**src/common/hbs_pkg.sv**
```systemverilog
// package with stage, strap and timing constants of the hub boot sequencer
package hbs_pkg;
	// boot stages
	typedef enum logic [3:0] {
		HBS_STANDBY,
		HBS_SPI_INIT,
		HBS_SPI_PROBE,
		HBS_SPI_EXEC,
		HBS_CFG_READ,
		HBS_STRAP_CHECK,
		HBS_SOC_CFG,
		HBS_MERGE,
		HBS_IDLE,
		HBS_SUSPEND,
		HBS_CHARGER_DETECT,
		HBS_CONNECT
	} hbs_stage_t;

	// six-level strap codes
	localparam logic [2:0] HBS_STRAP_PD200K = 3'h0;
	localparam logic [2:0] HBS_STRAP_PU200K = 3'h1;
	localparam logic [2:0] HBS_STRAP_PD10K = 3'h2;
	localparam logic [2:0] HBS_STRAP_PU10K = 3'h3;
	localparam logic [2:0] HBS_STRAP_PD10R = 3'h4;
	localparam logic [2:0] HBS_STRAP_PU10R = 3'h5;

	// charging port enable masks, port 1 in bit 0
	localparam logic [5:0] HBS_CHG_NONE = 6'h00;
	localparam logic [5:0] HBS_CHG_P1 = 6'h01;
	localparam logic [5:0] HBS_CHG_P12 = 6'h03;
	localparam logic [5:0] HBS_CHG_P123 = 6'h07;
	localparam logic [5:0] HBS_CHG_P1234 = 6'h0F;
	localparam logic [5:0] HBS_CHG_ALL = 6'h3F;

	// rom signature "2DFU" at 0xFFFA, execution at 0x0000
	localparam logic [31:0] HBS_SIGNATURE = 32'h32444655;
	localparam logic [23:0] HBS_SIG_ADDR = 24'h00FFFA;
	localparam logic [23:0] HBS_EXEC_ADDR = 24'h000000;
	// register written by the soc to finish configuration
	localparam logic [7:0] HBS_SOC_DONE_REG = 8'hFF;

	// pll lock wait and merge time, in ns
	localparam int HBS_PLL_LOCK_NS = 1000;
	localparam int HBS_MERGE_NS = 200;
	localparam int HBS_CLK_NS = 10;
	localparam int HBS_PLL_LOCK_CYC = (HBS_PLL_LOCK_NS + HBS_CLK_NS - 1) / HBS_CLK_NS;
	localparam int HBS_MERGE_CYC = (HBS_MERGE_NS + HBS_CLK_NS - 1) / HBS_CLK_NS;
	localparam logic [7:0] HBS_RESET_Q = 8'h00;
	localparam logic [7:0] HBS_GPIO_RESET = 8'h00;
endpackage

```
**src/core/hbs_strap_decode.sv**
```systemverilog
// six-level strap resolver: direction and strength into a held code
module hbs_strap_decode
	import hbs_pkg::*;
(
	input wire logic mclk_in,
	input wire logic rst_n_in,
	input wire logic capture_in,
	input wire logic pull_up_in,
	input wire logic strong_in,
	input wire logic very_strong_in,
	output logic [2:0] code_out
);
	logic [2:0] code_d;

	// strength picks the pair, direction the member
	always_comb
	begin
		if (very_strong_in)
			code_d = pull_up_in ? HBS_STRAP_PU10R : HBS_STRAP_PD10R;
		else if (strong_in)
			code_d = pull_up_in ? HBS_STRAP_PU10K : HBS_STRAP_PD10K;
		else
			code_d = pull_up_in ? HBS_STRAP_PU200K : HBS_STRAP_PD200K;
	end

	// held from the capture pulse until the next reset
	always_ff @(posedge mclk_in or negedge rst_n_in)
	begin
		if (!rst_n_in)
			code_out <= HBS_STRAP_PD200K;
		else if (capture_in)
			code_out <= code_d;
	end

	held_code_a: assert property (@(posedge mclk_in) disable iff (!rst_n_in)
		!capture_in |=> code_out == $past(code_out)) else $error("strap code moved");
endmodule

```
**src/core/hbs_boot_sequencer.sv**
```systemverilog
// boot and operating-mode sequencer with strap capture and gpio control
module hbs_boot_sequencer
	import hbs_pkg::*;
#(
	parameter int GPIO_N = 8
)
(
	input wire logic mclk_in,
	input wire logic rst_n_in,
	// charge port strap sense
	input wire logic chg_pull_up_in,
	input wire logic chg_strong_in,
	input wire logic chg_very_strong_in,
	// interface mode strap sense
	input wire logic cfg_pull_up_in,
	input wire logic cfg_strong_in,
	input wire logic cfg_very_strong_in,
	input wire logic spi_strap_in,
	// pull-up sense on management pins
	input wire logic mgmt_data_pin_pu_in,
	input wire logic mgmt_clock_pin_pu_in,
	// spi probe engine
	input wire logic pll_locked_in,
	input wire logic rom_done_in,
	input wire logic [31:0] rom_data_in,
	input wire logic rom_dual_in,
	input wire logic rom_mode3_in,
	// slave register writes from soc
	input wire logic slv_wr_in,
	input wire logic [7:0] slv_addr_in,
	input wire logic [7:0] slv_data_in,
	// host feature controller gpio writes
	input wire logic host_wr_in,
	input wire logic [7:0] host_addr_in,
	input wire logic [7:0] host_data_in,
	input wire logic otp_override_in,
	input wire logic vbus_in,
	input wire logic [GPIO_N-1:0] gpio_pin_in,
	output logic [3:0] stage_out,
	output logic pll_run_out,
	output logic port_oe_out,
	output logic rom_rd_out,
	output logic [23:0] rom_addr_out,
	output logic rom_dual_out,
	output logic rom_mode3_out,
	output logic exec_external_out,
	output logic mgmt_slave_out,
	output logic [5:0] charge_en_out,
	output logic [2:0] slave_config_setting_out,
	output logic config_locked_out,
	output logic charger_detect_stage_out,
	output logic hub_connect_out,
	output logic [GPIO_N-1:0] gpio_out,
	output logic [GPIO_N-1:0] gpio_oe_out,
	output logic [GPIO_N-1:0] gpio_pu_en_out,
	output logic [GPIO_N-1:0] gpio_pd_en_out,
	output logic [GPIO_N-1:0] gpio_in_q_out
);
	hbs_stage_t stage_q, stage_d;
	logic [15:0] tmr_q;
	logic capture_q;
	logic released_q;
	logic [2:0] chg_code;
	logic [2:0] cfg_code;
	logic spi_strap_q;
	logic soc_done;
	logic [5:0] chg_mask;
	logic [GPIO_N-1:0] dir_q, lvl_q, pull_sel_q, pull_en_q;

	// one-cycle capture pulse just after reset release
	always_ff @(posedge mclk_in or negedge rst_n_in)
	begin
		if (!rst_n_in)
		begin
			released_q <= 1'b0;
			capture_q <= 1'b0;
		end
		else
		begin
			released_q <= 1'b1;
			capture_q <= !released_q;
		end
	end

	// straps are resolved by the leaf and held until reset
	hbs_strap_decode u_chg_strap (
		.mclk_in(mclk_in),
		.rst_n_in(rst_n_in),
		.capture_in(capture_q),
		.pull_up_in(chg_pull_up_in),
		.strong_in(chg_strong_in),
		.very_strong_in(chg_very_strong_in),
		.code_out(chg_code)
	);

	hbs_strap_decode u_cfg_strap (
		.mclk_in(mclk_in),
		.rst_n_in(rst_n_in),
		.capture_in(capture_q),
		.pull_up_in(cfg_pull_up_in),
		.strong_in(cfg_strong_in),
		.very_strong_in(cfg_very_strong_in),
		.code_out(cfg_code)
	);

	// spi strap is a plain level, caught by a clocked process
	always_ff @(posedge mclk_in or negedge rst_n_in)
	begin
		if (!rst_n_in)
			spi_strap_q <= 1'b0;
		else if (capture_q)
			spi_strap_q <= spi_strap_in;
	end

	// charge strap to port mask
	always_comb
	begin
		case (chg_code)
			HBS_STRAP_PD200K: chg_mask = HBS_CHG_NONE;
			HBS_STRAP_PU200K: chg_mask = HBS_CHG_P1;
			HBS_STRAP_PD10K: chg_mask = HBS_CHG_P12;
			HBS_STRAP_PU10K: chg_mask = HBS_CHG_P123;
			HBS_STRAP_PD10R: chg_mask = HBS_CHG_P1234;
			default: chg_mask = HBS_CHG_ALL;
		endcase
	end

	assign soc_done = slv_wr_in && slv_addr_in == HBS_SOC_DONE_REG;

	// stage walk; async reset is the standby entry
	always_comb
	begin
		stage_d = stage_q;
		case (stage_q)
			HBS_STANDBY: stage_d = HBS_SPI_INIT;
			HBS_SPI_INIT:
				if (pll_locked_in && tmr_q >= 16'(HBS_PLL_LOCK_CYC) && !capture_q)
					stage_d = spi_strap_q ? HBS_SPI_PROBE : HBS_CFG_READ;
			HBS_SPI_PROBE:
				if (rom_done_in)
					stage_d = (rom_data_in == HBS_SIGNATURE) ? HBS_SPI_EXEC : HBS_CFG_READ;
			HBS_SPI_EXEC: stage_d = HBS_CFG_READ;
			HBS_CFG_READ: stage_d = HBS_STRAP_CHECK;
			HBS_STRAP_CHECK:
				if (cfg_code == HBS_STRAP_PU200K && mgmt_data_pin_pu_in && mgmt_clock_pin_pu_in)
					stage_d = HBS_SOC_CFG;
				else
					stage_d = HBS_MERGE;
			HBS_SOC_CFG:
				if (soc_done)
					stage_d = HBS_MERGE;
			HBS_MERGE:
				if (tmr_q >= 16'(HBS_MERGE_CYC))
					stage_d = HBS_IDLE;
			HBS_IDLE:
				if (vbus_in)
					stage_d = (chg_mask != HBS_CHG_NONE) ? HBS_CHARGER_DETECT : HBS_CONNECT;
				else
					stage_d = HBS_SUSPEND;
			HBS_SUSPEND:
				if (vbus_in)
					stage_d = (chg_mask != HBS_CHG_NONE) ? HBS_CHARGER_DETECT : HBS_CONNECT;
			HBS_CHARGER_DETECT: stage_d = HBS_CONNECT;
			HBS_CONNECT:
				if (!vbus_in)
					stage_d = HBS_IDLE;
			default: stage_d = HBS_STANDBY;
		endcase
	end

	// stage register returns to standby whenever reset is low
	always_ff @(posedge mclk_in or negedge rst_n_in)
	begin
		if (!rst_n_in)
			stage_q <= HBS_STANDBY;
		else
			stage_q <= stage_d;
	end

	// stage dwell counter, cleared on every stage change
	always_ff @(posedge mclk_in or negedge rst_n_in)
	begin
		if (!rst_n_in)
			tmr_q <= 16'h0000;
		else if (stage_d != stage_q)
			tmr_q <= 16'h0000;
		else if (tmr_q != 16'hFFFF)
			tmr_q <= tmr_q + 16'h0001;
	end

	// rom probe: signature address then execution address; single/dual, mode 0/3
	always_ff @(posedge mclk_in or negedge rst_n_in)
	begin
		if (!rst_n_in)
		begin
			rom_rd_out <= 1'b0;
			rom_addr_out <= HBS_SIG_ADDR;
			rom_dual_out <= 1'b0;
			rom_mode3_out <= 1'b0;
			exec_external_out <= 1'b0;
		end
		else
		begin
			rom_rd_out <= stage_d == HBS_SPI_PROBE && !rom_done_in;
			rom_dual_out <= rom_dual_in;
			rom_mode3_out <= rom_mode3_in;
			if (stage_q == HBS_SPI_PROBE && stage_d == HBS_SPI_EXEC)
			begin
				exec_external_out <= 1'b1;
				rom_addr_out <= HBS_EXEC_ADDR;
			end
		end
	end

	// status and mode outputs; all cleared by reset so nothing survives standby
	always_ff @(posedge mclk_in or negedge rst_n_in)
	begin
		if (!rst_n_in)
		begin
			stage_out <= 4'h0;
			pll_run_out <= 1'b0;
			port_oe_out <= 1'b0;
			mgmt_slave_out <= 1'b0;
			charge_en_out <= HBS_CHG_NONE;
			slave_config_setting_out <= HBS_STRAP_PD200K;
			config_locked_out <= 1'b0;
			charger_detect_stage_out <= 1'b0;
			hub_connect_out <= 1'b0;
		end
		else
		begin
			stage_out <= stage_d;
			pll_run_out <= 1'b1;
			port_oe_out <= stage_d == HBS_CONNECT;
			mgmt_slave_out <= cfg_code == HBS_STRAP_PU200K;
			charge_en_out <= chg_mask;
			slave_config_setting_out <= cfg_code;
			config_locked_out <= stage_d == HBS_IDLE || stage_d == HBS_SUSPEND ||
				stage_d == HBS_CHARGER_DETECT || stage_d == HBS_CONNECT;
			charger_detect_stage_out <= stage_d == HBS_CHARGER_DETECT;
			hub_connect_out <= stage_d == HBS_CONNECT && vbus_in;
		end
	end

	// gpio config: host writes win over slave writes in the same cycle; reg 0..3 select field
	always_ff @(posedge mclk_in or negedge rst_n_in)
	begin
		if (!rst_n_in)
		begin
			dir_q <= GPIO_N'(HBS_GPIO_RESET);
			lvl_q <= GPIO_N'(HBS_GPIO_RESET);
			pull_sel_q <= GPIO_N'(HBS_GPIO_RESET);
			pull_en_q <= GPIO_N'(HBS_GPIO_RESET);
		end
		else if (config_locked_out && (host_wr_in || (slv_wr_in && !soc_done)))
		begin
			case (host_wr_in ? host_addr_in[1:0] : slv_addr_in[1:0])
				2'h0: dir_q <= GPIO_N'(host_wr_in ? host_data_in : slv_data_in);
				2'h1: lvl_q <= GPIO_N'(host_wr_in ? host_data_in : slv_data_in);
				2'h2: pull_sel_q <= GPIO_N'(host_wr_in ? host_data_in : slv_data_in);
				default: pull_en_q <= GPIO_N'(host_wr_in ? host_data_in : slv_data_in);
			endcase
		end
	end

	// pin drive; pulls only on inputs
	always_ff @(posedge mclk_in or negedge rst_n_in)
	begin
		if (!rst_n_in)
		begin
			gpio_out <= '0;
			gpio_oe_out <= '0;
			gpio_pu_en_out <= '0;
			gpio_pd_en_out <= '0;
			gpio_in_q_out <= '0;
		end
		else
		begin
			gpio_out <= lvl_q;
			gpio_oe_out <= dir_q;
			gpio_pu_en_out <= ~dir_q & pull_en_q & pull_sel_q;
			gpio_pd_en_out <= ~dir_q & pull_en_q & ~pull_sel_q;
			gpio_in_q_out <= gpio_pin_in;
		end
	end

	soc_wait_a: assert property (@(posedge mclk_in) disable iff (!rst_n_in)
		stage_q == HBS_SOC_CFG && !soc_done |=> stage_q == HBS_SOC_CFG)
		else $error("soc stage left early");
	soc_enter_a: assert property (@(posedge mclk_in) disable iff (!rst_n_in)
		stage_q == HBS_STRAP_CHECK |=> stage_q == (cfg_code == HBS_STRAP_PU200K &&
		$past(mgmt_data_pin_pu_in) && $past(mgmt_clock_pin_pu_in) ? HBS_SOC_CFG : HBS_MERGE))
		else $error("wrong strap check branch");
	probe_skip_a: assert property (@(posedge mclk_in) disable iff (!rst_n_in)
		stage_q == HBS_SPI_INIT && !spi_strap_q |=> stage_q != HBS_SPI_PROBE)
		else $error("probe without spi strap");
	sig_match_a: assert property (@(posedge mclk_in) disable iff (!rst_n_in)
		stage_q == HBS_SPI_PROBE && rom_done_in && rom_data_in == HBS_SIGNATURE
		|=> stage_q == HBS_SPI_EXEC ##1 exec_external_out && rom_addr_out == HBS_EXEC_ADDR)
		else $error("signature match not honoured");
	connect_drop_a: assert property (@(posedge mclk_in) disable iff (!rst_n_in)
		stage_q == HBS_CONNECT && !vbus_in |=> stage_q == HBS_IDLE ##1 !hub_connect_out)
		else $error("connect kept without bus power");
	suspend_go_a: assert property (@(posedge mclk_in) disable iff (!rst_n_in)
		stage_q == HBS_IDLE && !vbus_in |=> stage_q == HBS_SUSPEND)
		else $error("no suspend without bus power");
	charge_map_a: assert property (@(posedge mclk_in) disable iff (!rst_n_in)
		chg_code == HBS_STRAP_PU10K |=> charge_en_out == HBS_CHG_P123)
		else $error("charge strap misdecoded");
	pull_input_a: assert property (@(posedge mclk_in) disable iff (!rst_n_in)
		##1 (gpio_oe_out & (gpio_pu_en_out | gpio_pd_en_out)) == '0)
		else $error("pull on an output gpio");
	// lock wait and merge dwell are minimums; leaving early would use half-built state
	pll_wait_a: assert property (@(posedge mclk_in) disable iff (!rst_n_in)
		stage_q == HBS_SPI_INIT && (!pll_locked_in || tmr_q < 16'(HBS_PLL_LOCK_CYC))
		|=> stage_q == HBS_SPI_INIT)
		else $error("lock wait cut short");
	merge_wait_a: assert property (@(posedge mclk_in) disable iff (!rst_n_in)
		stage_q == HBS_MERGE && tmr_q < 16'(HBS_MERGE_CYC)
		|=> stage_q == HBS_MERGE)
		else $error("merge cut short");
	// gpio settings stay put until the hub is configured
	gpio_refuse_a: assert property (@(posedge mclk_in) disable iff (!rst_n_in)
		!config_locked_out |=> dir_q == $past(dir_q) && pull_en_q == $past(pull_en_q))
		else $error("gpio written before configuration");
	host_win_a: assert property (@(posedge mclk_in) disable iff (!rst_n_in)
		config_locked_out && host_wr_in && slv_wr_in && host_addr_in[1:0] == 2'h0
		|=> dir_q == GPIO_N'($past(host_data_in)))
		else $error("slave write beat the host");
	connect_power_a: assert property (@(posedge mclk_in) disable iff (!rst_n_in)
		hub_connect_out |-> $past(vbus_in))
		else $error("connect without bus power");
endmodule

```
**config.mk**
```make
export PLATFORM = sky130hd
export DESIGN_NAME = hbs_boot_sequencer
export DESIGN_NICKNAME = d
export VERILOG_FILES = /design/src/common/hbs_pkg.sv /design/src/core/hbs_strap_decode.sv /design/src/core/hbs_boot_sequencer.sv
export SDC_FILE = /design/constraint.sdc
export NUM_CORES = 1
export LEC_CHECK = 0
export BUFFER_PORTS_ARGS = -buffer_cell sky130_fd_sc_hd__buf_2
export CAP_MARGIN = 10
export CORE_ASPECT_RATIO = 0.9
export CORE_MARGIN = 2
export CORE_UTILIZATION = 30
export CTS_CLUSTER_DIAMETER = 30
export DETAILED_ROUTE_END_ITERATION = 10
export GPL_TIMING_DRIVEN = 0
export HOLD_SLACK_MARGIN = 0.15
export PLACE_DENSITY_LB_ADDON = 0.12
export SLEW_MARGIN = 40
export SYNTH_ARGS = -nofsm -noshare
export SYNTH_HDL_FRONTEND = slang
export SYNTH_SLANG_ARGS = --single-unit
export TNS_END_PERCENT = 100
```
**constraint.sdc**
```tcl
create_clock -name mclk_in -period 2.22 [get_ports mclk_in]
set_input_delay 0.444 -clock mclk_in [delete_from_list [all_inputs] [get_ports mclk_in]]
set_output_delay 0.444 -clock mclk_in [all_outputs]
set_load 0.1 [all_outputs]
```
==> After elaboration in Yosys (flattened, before gate mapping) <==
Cells that the tools add are included.
{ "word_totals": {"output_inout_bits": 87, "ff_bits": 133, "memories": 0, "latch_bits": 0, "mem_bits_ro": 0, "wordCells": 120, "ramBits": 0, "input_bits": 91} }
{ "classes": {"muxes": 27, "mul": 0, "n_addsub": 1, "n_div": 0, "n_lt_le_gt_ge": 2, "bitwise_logic": 6, "n_eq_ne": 28, "n_reduce_logical": 28, "shifts": 0} }
{ "ops": {"columns": ["op", "count"], "rows": [
  ["4-bit case mux with 12 select lines", 1],
  ["32-bit by 30-bit == test with 1-bit output, second input constant", 1],
  ["4-bit == test, second input constant", 8],
  ["16-bit 2-to-1 mux", 2],
  ["6-bit case mux with 5 select lines", 1],
  ["8-bit AND", 3],
  ["4-bit 2-to-1 mux", 6],
  ["3-bit 2-to-1 mux", 6],
  ["16-bit by 1-bit adder with 16-bit output, second input constant", 1],
  ["4-bit by 2-bit == test with 1-bit output, second input constant", 4],
  ["4-bit by 3-bit == test with 1-bit output, second input constant", 4],
  ["16-bit by 5-bit greater-or-equal comparator with 1-bit output, second input constant", 1],
  ["16-bit by 7-bit greater-or-equal comparator with 1-bit output, second input constant", 1],
  ["16-bit inequality test, second input constant", 1],
  ["8-bit NOT", 2],
  ["1-bit logical AND", 10],
  ["8-bit == test, second input constant", 1],
  ["1-bit 2-to-1 mux", 8],
  ["8-bit 2-to-1 mux", 1],
  ["2-bit AND reduction", 4],
  ["3-bit by 1-bit == test with 1-bit output, second input constant", 2],
  ["3-bit by 2-bit == test with 1-bit output, second input constant", 2],
  ["6-bit nonzero test", 1],
  ["4-bit by 1-bit == test with 1-bit output, second input constant", 1],
  ["13 further kinds", 20]
]} }

==> Longest topological paths before layout <==
{ "depth": {"word_depth": 10, "mapped_depth": 8, "mapped_depth_nobuf": 6} }

==> Cells and area by module <==
A second synthesis with hierarchy kept.
{ "hier_totals": {"hier_cells": 432, "area_unflattened_um2": 5017.3} }
{ "by_module_without_submodules": {"columns": ["mod", "n_inst", "cells_each", "area_each_um2"], "rows": [
  ["hbs_boot_sequencer", 1, 416, 4789.6],
  ["hbs_strap_decode", 2, 8, 113.9]
]} }

==> Worst setup path after synthesis <==
Ideal clock, no wire load.
{ "synth_timing": {"kind": "register to register", "start": "reg stage_out[2] (netlist name)", "end": "reg tmr_q[7]", "required_time_ps": 2143, "t_arrival_ps": 2670, "n_path_buf": 2, "slack_ps": -527, "setup_time_ps": 77, "path_stages_with_launch": 9, "synth_period_minus_slack_ps": 2747, "cell_sequence": "dfrtp_1 bufbuf_16 and3_1 a2111o_1 a31oi_1 nor4_2 nand3_1 buf_6 a21oi_1"} }
{ "synth_rtl": {"columns": ["item", "line", "rtl"], "rows": [
  ["to (signal assigned)", "hbs_boot_sequencer.sv:188", "tmr_q <= tmr_q + 16'h0001;"],
  ["to (decl)", "hbs_boot_sequencer.sv:60", "logic [15:0] tmr_q;"]
]} }

==> qor.yml <==
outcome: "completed"
seq_power_share_pct: 35.8
critPathTopFamily: "compound AO/OA/AOI/OAI gates"
finalHoldViolations: 0
worstReg2RegEnd: "tmr_q[10]$_DFFE_PN0P_"
overall_die_area_sq_um: 17800
max_clock_freq_mhz: 453
ys_ff_latch: 119
tritoncts_clock_tree: "built"
async_reset_ff_share_pct: 100
route.final.wire_length_mm: 11.5
finalWorstPathRequiredPeriod_ps: 2210
internal-power_mw: 4.64
wire_length_on_met2_mm: 5.80
drtAntennaViolNets: 0
maxCapViolations: 0
final.period_utilization_pct: 99.4
proportion_of_total_power_due_to_net_switching_pct: 37.8
worst_slew_pin_slew_ps: 735
drt_drc_violations_left: 0
postLayoutCellArea_sq_um: 6990
start_util_pct: 30.9
cts-root-to-sink-buffers: 2
power_mw: 7.47
hold_path.class: "input pin to flip-flop"
die_height_um: 127
die_width_um: 140
hp-start: "cfg_very_strong_in"
viasPerCell: 4.45
skew_ps: 8.86
dp_hpwl_mm: 8.29
leftover_overflow_at_the_end_of_global_routing: 0
cts.clk_slew.worst_paths_ps: 60
placeableCoreArea_sq_um: 16200
hold_slack_ps: 228
nNetsFinal: 682
clk_latency_ps: 410
setup-violations-final: 0
synth.avg_cell_area_sq_um: 13.1
pwr_density_cell_nw_per_um2: 1070
top_layer_used: "met4"
final_cell_count_no_fill: 809
ys_types: 58
drive_above_1_share_pct: 51.7
crit_path_max_fanout: 10
grt_antenna_before_repair: 0
place_ws_ps: -335
slew_headroom_pct: 50.8
cts.sink_count: 119
worst_setup_path_end_kind: "flip-flop"
route.layer.met1.wl_mm: 5.04
clockPowerShare_pct: 36.0
io_buffers: 159
globalplace.congestion: 0.797
criticalPathCategory: "flip-flop to flip-flop"
h-tree-depth: 4
totalNegativeSetupSlack_ps: 0
power_frac_comb_pct: 28.2
drt_pre_antenna_iters: 4
synthesis.instances: 385
drt-wirelength-per-cell_um: 14.2
antennaDiodeCount: 0
cp_cell_sequence: "buf_16 -> and3_1 -> a2111o_1 -> a31oi_4 -> nor4_4 -> a211o_4 -> buf_12 -> a21oi_2"
worstHoldEndpoint: "u_cfg_strap.code_out[1]$_DFFE_PN0P_"
critical-path-max-stage-delay_ps: 500
area_growth_pct: 39.0
netlist_area_before_placement_sq_um: 5030
ir_worst_vdd_v: 0.000525
worst_path_max_delay_cell: "sky130_fd_sc_hd__dfrtp_4"
r2r-start: "stage_out[2]$_DFF_PN0_"
count_of_vias_placed_by_the_detailed_router: 3598
switchingPower_mw: 2.83
route.met3.wl_um: 503
first_global_vias: 3862
most_common_cell_after_layout_fill_and_taps_aside: "sky130_fd_sc_hd__buf_2"
placed_area_sq_um: 6230
buffers_and_inverters_on_the_worst_path: 2
worst_setup_path_start_kind: "flip-flop"
r2r_setup_slack_ps: 10
worstHoldPathCells: 2
floorplan.io_pins: 178
rows: 44
cts_made_buffers: 17
grt_setup_unrepaired: "yes"
leakagePower_nw: 3.36
ys.warnings.count: 0
detail_route.iter0.violations: 137
post-place-cells: 761
arrival_ps: 2540
worst_ep_required_time_ps: 2550
final_critical_path_setup_slack_ps: 14.1
ctsRootBufferMaster: "sky130_fd_sc_hd__clkbuf_16"
finish.utilization_pct: 43.0
grt_start_max_net_pins: 79
grt_pass1_wl_mm: 18.9
postSynth.topFlopCell: "sky130_fd_sc_hd__dfrtp_1"
globalRouteTotalUtil_pct: 13.6
edff_count_synth: 0
worst_r2r_path_depth: 8
mostFrequentLayoutCells: "158 x sky130_fd_sc_hd__buf_2, 113 x sky130_fd_sc_hd__dfrtp_1, 45 x sky130_fd_sc_hd__mux2_2"
slew_violations: 0
synth.yosys.seq_area_share_pct: 59.3
## Yosys cell counts (2+ instances only)
cell type	n	area, sq um
sky130_fd_sc_hd__xnor2_1	6	52.6
sky130_fd_sc_hd__nand2b_1	4	25.0
sky130_fd_sc_hd__nor3b_1	11	82.6
sky130_fd_sc_hd__nor2_1	15	56.3
sky130_fd_sc_hd__buf_6	2	22.5
sky130_fd_sc_hd__and3b_1	8	70.1
sky130_fd_sc_hd__or2_2	2	12.5
sky130_fd_sc_hd__and2b_2	2	17.5
sky130_fd_sc_hd__dfrtp_1	118	2950
sky130_fd_sc_hd__nand4_1	9	56.3
sky130_fd_sc_hd__buf_4	25	188
sky130_fd_sc_hd__nor4_1	2	12.5
sky130_fd_sc_hd__o21a_1	2	15.0
sky130_fd_sc_hd__o22ai_1	2	12.5
sky130_fd_sc_hd__o21ai_0	5	25.0
sky130_fd_sc_hd__nor4b_1	3	26.3
sky130_fd_sc_hd__mux2_2	45	507
sky130_fd_sc_hd__a21oi_1	19	95.1
sky130_fd_sc_hd__ha_1	2	25.0
sky130_fd_sc_hd__nor2b_1	5	31.3
sky130_fd_sc_hd__o221ai_1	2	17.5
sky130_fd_sc_hd__inv_1	13	48.8
sky130_fd_sc_hd__and2_1	2	12.5
sky130_fd_sc_hd__and3_1	3	18.8
sky130_fd_sc_hd__bufbuf_16	2	65.1
sky130_fd_sc_hd__nor4bb_1	4	40.0
sky130_fd_sc_hd__a31oi_1	2	12.5
sky130_fd_sc_hd__nor3_1	6	30.0
sky130_fd_sc_hd__and4_1	2	17.5
sky130_fd_sc_hd__nand2_1	14	52.6
sky130_fd_sc_hd__and4_2	2	20.0
sky130_fd_sc_hd__clkbuf_1	4	15.0
sky130_fd_sc_hd__nand3_1	9	45.0
sky130_fd_sc_hd__xor2_1	7	61.3
sky130_fd_sc_hd__nor4_2	2	25.0
sky130_fd_sc_hd__conb_1	2	7.51
## logic make-up (layout without fill, tap and decap cells)
kind of cell | after synthesis | after routing | share of synthesized area, %
xor+xnor | 13 | 13 | 2.27
flops | 119 | 119 | 59.3
compound gates | 47 | 47 | 6.42
buf+inv | 47 | 255 | 7.02
simple gates | 110 | 110 | 14.3
fa+ha+maj | 2 | 2 | 0.498
mux | 45 | 45 | 10.1
other cells | 2 | 11 | 0.149
## per-layer routing
layer,vias up,track usage (%)
li1,1750,-
met1,1752,16.8
met2,82,22.5
met3,14,3.89
met4,0,5.88
met5,-,0
## sequential cells by signal (all words and copies together) (netlist names), 4 cells and up
name and cells:
stage_out 4, dir_q 8, pull_en_q 8, charge_en_out 5
pull_sel_q 8, tmr_q 16, gpio_pd_en_out 8, lvl_q 8
gpio_in_q_out 8, gpio_out 8, gpio_pu_en_out 8, gpio_oe_out 8
## how the worst max path moves through the flow
| stage | start | to | slack, ps | cells past startpoint |
|---|---|---|---|---|
| global route | tmr_q[15]$_DFFE_PN0P_ | tmr_q[10]$_DFFE_PN0P_ | -140 | 7 |
| detailed placement | slv_addr_in[0] | pull_en_q[6]$_DFFE_PN0P_ | -330 | 7 |
| CTS | tmr_q[15]$_DFFE_PN0P_ | tmr_q[12]$_DFFE_PN0P_ | -30 | 6 |
| global placement | rst_n_in | stage_out[2]$_DFF_PN0_ | -1110 | 1 |
| floorplan | stage_out[1]$_DFF_PN0_ | tmr_q[7]$_DFFE_PN0P_ | -130 | 8 |
| finish | stage_out[2]$_DFF_PN0_ | tmr_q[10]$_DFFE_PN0P_ | 10 | 8 |
## final cells by class
class,instances,area [sq um]
fillers,1515,9260
clock inverters,14,149
plain buffers,32,272
well taps,207,259
clock buffers,18,439
multi-input cells,228,1830
repair buffers,178,996
flip-flops and latches,119,2990
inverters,13,48.8
## worst reg2reg max path: cells and delay by family (launching register included)
family,cells,cell delay (ps)
DFF,1,500
buffers and inverters,2,320
AOI/OAI and AO/OA,4,1080
and+or+nand+nor,2,240
## power by group through the flow
stage / Combinational, mW / Clock (mW) / Sequential [mW]
floorplan: 0.484 / 0 / 3.88
global placement: 2.07 / 0 / 2.70
detailed placement: 2.09 / 0 / 2.71
CTS: 2.11 / 2.76 / 2.68
global route: 2.20 / 2.86 / 2.72
finish: 2.11 / 2.69 / 2.67
## repair_timing
action,4_1_cts,5_1_grt
setup buffers,6,1
pin swaps,6,5
endpoints found under the setup margin,16,17
hold buffers,11,0
gates resized for setup,7,4
hold endpoints to repair,51,0
(Power assumes the default switching activity.)
